## src/hw/ftf_pkg.sv

```systemverilog
// Overview of operation
// - after power-up the host pulses master clear low once to clear the fifo.
// - the host raises shift-in only while input-ready is high; word_in is captured.
// - the host returns shift-in low after each load before the next one.
// - the host raises shift-out only while output-ready is high; output-ready then falls.
`default_nettype none
package ftf_pkg;
   localparam int unsigned word_w = 9;
   localparam int unsigned depth = 64;
   localparam int unsigned clk_ns = 50;
   // =========================================
   // strobe and clear timing, ns
   localparam int unsigned clear_ns = 100;
   localparam int unsigned pulse_ns = 50;
   localparam int unsigned clear_cyc = (clear_ns + clk_ns - 1) / clk_ns;
   localparam int unsigned pulse_cyc = (pulse_ns + clk_ns - 1) / clk_ns;
   localparam int unsigned cnt_w = 4;
   localparam logic [cnt_w-1:0] cnt_zero = 4'h0;
   localparam logic [cnt_w-1:0] cnt_one = 4'h1;
   // =========================================
   // sequencer states
   typedef enum logic [4:0]
   {
      st_clear = 5'h01,
      st_idle = 5'h02,
      st_in_high = 5'h04,
      st_out_high = 5'h08,
      st_low = 5'h10
   } ftf_state_t;
endpackage : ftf_pkg
`default_nettype wire

```

## src/hw/ftf_sync_if.sv

```systemverilog
`default_nettype none
interface ftf_sync_if;
   logic in_ready;
   logic out_ready;
   logic [ftf_pkg::word_w-1:0] word;
   modport src (output in_ready, output out_ready, output word);
   modport dst (input in_ready, input out_ready, input word);
endinterface : ftf_sync_if
`default_nettype wire

```

## src/hw/ftf_host.sv

```systemverilog
`default_nettype none
// host controller for the fall-through fifo: drives shift-in, shift-out,
// master clear and output enable; one strobe at a time, so the fifo's
// own independence of load and unload is not exploited here
module ftf_host
(
   // clock and reset
   input wire logic clock,
   input wire logic nrst,
   input wire logic clk_en,
   // user write side
   input wire logic wr_valid,
   input wire logic [ftf_pkg::word_w-1:0] wr_data,
   output logic wr_ready,
   // user read side
   input wire logic rd_req,
   output logic rd_valid,
   output logic [ftf_pkg::word_w-1:0] rd_data,
   // user clear request
   input wire logic clear_req,
   // fifo pins
   output logic master_clear_n,
   output logic shift_in,
   output logic shift_out,
   output logic output_enable_n,
   output logic [ftf_pkg::word_w-1:0] word_in,
   input wire logic input_ready_flag,
   input wire logic output_ready_flag,
   input wire logic [ftf_pkg::word_w-1:0] word_out
);
   ftf_sync_if sy ();
   ftf_sync u_sync
   (
      .clock(clock),
      .nrst(nrst),
      .clk_en(clk_en),
      .pin_in_ready(input_ready_flag),
      .pin_out_ready(output_ready_flag),
      .pin_word(word_out),
      .sync(sy.src)
   );
   // =========================================
   // sequencer
   ftf_pkg::ftf_state_t state;
   ftf_pkg::ftf_state_t next_state;
   logic [ftf_pkg::cnt_w-1:0] cnt;
   logic [ftf_pkg::cnt_w-1:0] next_cnt;
   logic next_master_clear_n;
   logic next_shift_in;
   logic next_shift_out;
   logic next_output_enable_n;
   logic [ftf_pkg::word_w-1:0] next_word_in;
   logic next_wr_ready;
   logic next_rd_valid;
   logic [ftf_pkg::word_w-1:0] next_rd_data;
   function automatic logic [ftf_pkg::cnt_w-1:0] load_cnt(input int unsigned cyc);
      load_cnt = ftf_pkg::cnt_w'(cyc);
   endfunction : load_cnt
   always_comb
   begin
      next_state = state;
      next_cnt = (cnt != ftf_pkg::cnt_zero) ? cnt - ftf_pkg::cnt_one : cnt;
      next_master_clear_n = master_clear_n;
      next_shift_in = shift_in;
      next_shift_out = shift_out;
      next_output_enable_n = output_enable_n;
      next_word_in = word_in;
      next_wr_ready = 1'b0;
      next_rd_valid = 1'b0;
      next_rd_data = rd_data;
      unique case (state)
         ftf_pkg::st_clear:
         begin
            // clear overrides any strobe while held
            next_shift_in = 1'b0;
            next_shift_out = 1'b0;
            if (cnt == ftf_pkg::cnt_zero)
            begin
               next_master_clear_n = 1'b1;
               next_cnt = load_cnt(ftf_pkg::pulse_cyc);
               next_state = ftf_pkg::st_low;
            end
         end
         ftf_pkg::st_idle:
         begin
            if (clear_req)
            begin
               next_master_clear_n = 1'b0;
               next_cnt = load_cnt(ftf_pkg::clear_cyc);
               next_state = ftf_pkg::st_clear;
            end
            else if (rd_req && sy.out_ready)
            begin
               // take the word before the strobe; output stage may change after
               next_rd_data = sy.word;
               next_rd_valid = 1'b1;
               next_output_enable_n = 1'b1;
               next_shift_out = 1'b1;
               next_cnt = load_cnt(ftf_pkg::pulse_cyc);
               next_state = ftf_pkg::st_out_high;
            end
            else if (wr_valid && sy.in_ready)
            begin
               next_word_in = wr_data;
               next_shift_in = 1'b1;
               next_wr_ready = 1'b1;
               next_cnt = load_cnt(ftf_pkg::pulse_cyc);
               next_state = ftf_pkg::st_in_high;
            end
         end
         ftf_pkg::st_in_high:
         begin
            // hold shift-in until the fifo shows busy, then release it
            if (cnt == ftf_pkg::cnt_zero && !sy.in_ready)
            begin
               next_shift_in = 1'b0;
               next_cnt = load_cnt(ftf_pkg::pulse_cyc);
               next_state = ftf_pkg::st_low;
            end
         end
         ftf_pkg::st_out_high:
         begin
            if (cnt == ftf_pkg::cnt_zero && !sy.out_ready)
            begin
               next_shift_out = 1'b0;
               next_output_enable_n = 1'b0;
               next_cnt = load_cnt(ftf_pkg::pulse_cyc);
               next_state = ftf_pkg::st_low;
            end
         end
         ftf_pkg::st_low:
         begin
            // low time of pulse_cyc only; the flag was already seen busy through the synchroniser
            if (cnt == ftf_pkg::cnt_zero)
            begin
               next_output_enable_n = 1'b0;
               next_state = ftf_pkg::st_idle;
            end
         end
         default:
         begin
            next_state = ftf_pkg::st_idle;
         end
      endcase
      if (!clk_en)
      begin
         next_state = state;
         next_cnt = cnt;
         next_master_clear_n = master_clear_n;
         next_shift_in = shift_in;
         next_shift_out = shift_out;
         next_output_enable_n = output_enable_n;
         next_word_in = word_in;
         next_wr_ready = wr_ready;
         next_rd_valid = rd_valid;
         next_rd_data = rd_data;
      end
   end
   // power-up starts with a master clear pulse
   always_ff @(posedge clock or negedge nrst)
   begin
      if (!nrst)
      begin
         state <= ftf_pkg::st_clear;
         cnt <= ftf_pkg::cnt_w'(ftf_pkg::clear_cyc);
         master_clear_n <= 1'b0;
         shift_in <= 1'b0;
         shift_out <= 1'b0;
         output_enable_n <= 1'b0;
         word_in <= '0;
         wr_ready <= 1'b0;
         rd_valid <= 1'b0;
         rd_data <= '0;
      end
      else
      begin
         state <= next_state;
         cnt <= next_cnt;
         master_clear_n <= next_master_clear_n;
         shift_in <= next_shift_in;
         shift_out <= next_shift_out;
         output_enable_n <= next_output_enable_n;
         word_in <= next_word_in;
         wr_ready <= next_wr_ready;
         rd_valid <= next_rd_valid;
         rd_data <= next_rd_data;
      end
   end
endmodule : ftf_host
`default_nettype wire

```

## src/hw/ftf_sync.sv

```systemverilog
`default_nettype none
// two-stage synchroniser for flags and data coming back from the fifo pins
module ftf_sync
(
   // clock and reset
   input wire logic clock,
   input wire logic nrst,
   input wire logic clk_en,
   // raw pins
   input wire logic pin_in_ready,
   input wire logic pin_out_ready,
   input wire logic [ftf_pkg::word_w-1:0] pin_word,
   // synchronised
   ftf_sync_if.src sync
);
   logic [ftf_pkg::word_w+1:0] meta;
   logic [ftf_pkg::word_w+1:0] next_meta;
   logic [ftf_pkg::word_w+1:0] stable;
   logic [ftf_pkg::word_w+1:0] next_stable;
   always_comb
   begin
      next_meta = clk_en ? {pin_in_ready, pin_out_ready, pin_word} : meta;
      next_stable = clk_en ? meta : stable;
   end
   always_ff @(posedge clock or negedge nrst)
   begin
      if (!nrst)
      begin
         meta <= '0;
         stable <= '0;
      end
      else
      begin
         meta <= next_meta;
         stable <= next_stable;
      end
   end
   assign sync.in_ready = stable[ftf_pkg::word_w+1];
   assign sync.out_ready = stable[ftf_pkg::word_w];
   assign sync.word = stable[ftf_pkg::word_w-1:0];
endmodule : ftf_sync
`default_nettype wire

```

## config.mk

```make
export PLATFORM = sky130hd
export DESIGN_NAME = ftf_host
export DESIGN_NICKNAME = d
export VERILOG_FILES = /design/src/hw/ftf_pkg.sv /design/src/hw/ftf_sync_if.sv /design/src/hw/ftf_host.sv /design/src/hw/ftf_sync.sv
export SDC_FILE = /design/constraint.sdc
export NUM_CORES = 1
export LEC_CHECK = 0
export BUFFER_PORTS_ARGS = -buffer_cell sky130_fd_sc_hd__buf_2
export CORE_UTILIZATION = 54
export DETAILED_ROUTE_END_ITERATION = 16
export GPL_TIMING_DRIVEN = 0
export MAX_ROUTING_LAYER = met4
export PLACE_DENSITY = 0.78
export SLEW_MARGIN = 30
export SYNTH_ARGS = -nofsm -noshare
export SYNTH_HDL_FRONTEND = slang
export SYNTH_HIERARCHICAL = 1
export SYNTH_SLANG_ARGS = --single-unit
```

## constraint.sdc

```tcl
create_clock -name clock -period 2.6 [get_ports clock]
set_input_delay 0.39 -clock clock [delete_from_list [all_inputs] [get_ports clock]]
set_output_delay 0.39 -clock clock [all_outputs]
set_load 0.01 [all_outputs]
```

==> results.md <==
* Status: finished, violations left
* Violated checks: design-rule violations
* DIE AREA at 4970 sq um
* Die Span Y at 70.50 um
* Comb pwr share at 39.8%
* Setup Skew at 5.370 ps
* CTS resizes at 0
* Number of global-route vias before repair at 1862
* DIE WIDTH at 70.50 um
* Post-route clock period utilization at 85.76%
* Storage cell area at 1379 sq um
* Total number of yosys warnings at 6
* Initial antenna violation count at 0
* # rows at 24
* PortBufs at 49
* Worst path arrival time at 2430 ps
* Slew Limit Headroom at 54.74%
* DRC viols at 4
* Routability Congestion at 0.8781
* Initial Util at 57.01%
* DR iter-0 viols at 91
* Hold-fix buffers, CTS at 0
* RSZ-0062 raised after global routing: false
* CP Launch Type: flop
* Max Buffers Root-to-Sink at 2
* Crit path kind: reg2reg
* Root Buffer: clkbuf_8
* Slew Limit Fails at 0
* Clock Power Share at 17.1%
* Routed len/inst at 15.61 um
* Core Region at 4444 sq um
* Seq/Total Area, Yosys at 54.42%
* Largest net degree at the start of global routing at 56
* Post-synthesis net count at 233
* Worst skew pair latency at 310 ps
* CTS Buf Count at 5
* Synthesized cell area at 2534 sq um
* Diodes inserted at 0
* Drt pass-1 iters at 11
* Total clock sinks at 55
* Fillers at 352
* Synth Area per Inst at 12.36 sq um
* Fin. Hold Viols at 0
* Share of cells above drive strength 1 at 41.22%
* PwrDens at 983.2 nW/um^2
* Total global routing overflow at 0
* Vias per cell at 5.745
* CP Capture Type: flop
* CTS tree: done
* Crit path time final at 2230 ps
* Worst-path clk slew at 100 ps
* Share of power burned in registers at 43.1%
* Commonest non-fill, non-tap cell in the layout: dfrtp_1
* Hold WS at 91.41 ps
* Slew @ Worst Pin at 678.9 ps
* Max H-tree Level at 2
* Sw Share at 36.37%
* CP Max Fanout at 10
* Post-Route WL at 4900 um
* Routed Antenna Nets at 0
* Max Cap Viol at 0
* Gr usage total at 22.61%
* Final setup fails at 0
* Main synth FF type: dfrtp_1
* Placed wire-length estimate at 3502 um
* Post CTS Setup Buffer Count at 0
* Most frequent cells in the layout: 53 x dfrtp_1, 51 x buf_2, 33 x mux2_2
* Flops & latches, synth at 55
* Max Fclk at 448.5 MHz
* Area occupied by multi-input gates at 1057 sq um
* FFs w/ async S/R, synth at 100.0%
* Yosys cell types at 45
* Number of synthesized flops with an enable pin at 0
* Overall Power at 2.893 mW
* Pint at 1.841 mW
* Setup_tns at 0 ps
* First-pass GRT wire length at 8411 um
* Hold Crit Class: in2async
* Nets@finish at 289
* Cells after Synth at 205
* Area Growth Syn to Fin at 16.15%
* Maximum VDD drop at 0.4760 mV
* Io pins at 50
* Data required, critical path at 2800 ps
* Sw Pwr at 1.052 mW
* Vias at 1804
* Flop2flop setup slack at 370 ps
* Static leakage at 1.391 nW
-- worst paths after layout --
kind,start,endpoint,cells after the start
worst max register to register,cnt[0]$_DFFE_PN0P_,state[3]$_DFFE_PN0P_,8
worst min register to register,output_enable_n$_DFFE_PN0P_,output_enable_n$_DFFE_PN0P_,1
worst min-delay path,nrst,state[3]$_DFFE_PN0P_,1
max in group asynchronous,nrst,rd_data[5]$_DFFE_PN0P_,1
worst max-delay path,cnt[0]$_DFFE_PN0P_,state[3]$_DFFE_PN0P_,8
min in group clock,wr_data[5],word_in[5]$_DFFE_PN0P_,2
-- Yosys cell counts, drive strengths merged, types with 3 or more instances --
library cell | count | area share, %
nor2b | 3 | 0.74
nor3 | 5 | 0.99
nor2 | 9 | 1.4
nand2b | 5 | 1.5
nand3 | 7 | 1.6
nand2 | 14 | 2.1
buf | 8 | 2.5
inv | 6 | 0.89
clkbuf | 3 | 0.44
dfrtp | 53 | 52
a31oi | 3 | 0.74
a21o | 3 | 0.89
mux2 | 41 | 18
a221oi | 3 | 1.0
o21ai | 9 | 1.8
a21oi | 4 | 0.79
-- worst max-delay path: stages (launching register included) --
cell	delay [ps]
dfrtp_1	430
inv_1	80
ha_1	180
or3b_1	400
buf_2	210
o2111ai_1	100
and4_1	230
buf_2	160
mux2_1	330
-- sequential cells by signal, summed over array words and instances, names as in the netlist --
name and cells:
rd_valid 1, cnt 4, u_sync/stable 11, output_enable_n 1
master_clear_n 1, shift_in 1, state 5, u_sync/meta 11
shift_out 1, rd_data 9, word_in 9, wr_ready 1
-- area by class of cell --
cell class              instances  share of cell area [%]
repair buffers                 49                   8.418
well taps                      52                   2.211
clock buffers                   5                   2.338
clock inverters                 3                  0.9354
multi-input cells             133                   35.93
plain buffers                  11                   2.551
inverters                       6                  0.7653
flip-flops and latches         55                   46.85
-- through the flow --
step	area [sq um]	util [%]	worst slack, ps	cells
detailed placement	2846	64.05	420.1	306
CTS	2943	66.22	395.7	314
floorplan	2534	-	645.5	205
global placement	2844	63.99	427.1	306
finish	2943	66.22	370.3	314
global route	2943	66.22	239.4	314
-- layer usage --
layer	GRT usage, %	routed length, um	vias to the layer above
li1	-	-	849
met3	4.473	232	12
met1	27.25	2151	882
met5	-	0	-
met4	9.751	106	0
met2	37.11	2411	61
-- cells by family after synthesis --
| kind of cell | Yosys count | share of synthesized area, % |
|---|---|---|
| mux | 42 | 18.62 |
| xor+xnor | 1 | 0.3457 |
| buf+inv | 17 | 3.851 |
| flops | 55 | 54.42 |
| simple gates | 52 | 11.70 |
| compound gates | 36 | 10.07 |
| fa+ha+maj | 2 | 0.9875 |
-- power groups by stage --
stage                     Sequential (mW)  Clock (mW)  Combinational (mW)
after CTS                            1.25       0.511                1.15
final                                1.25       0.494                1.15
after detailed placement             1.26           0                1.15
after global routing                 1.28       0.542                1.28
after floorplan                      1.32           0               0.724
after global placement               1.25           0                1.11
(Power assumes the default switching activity.)
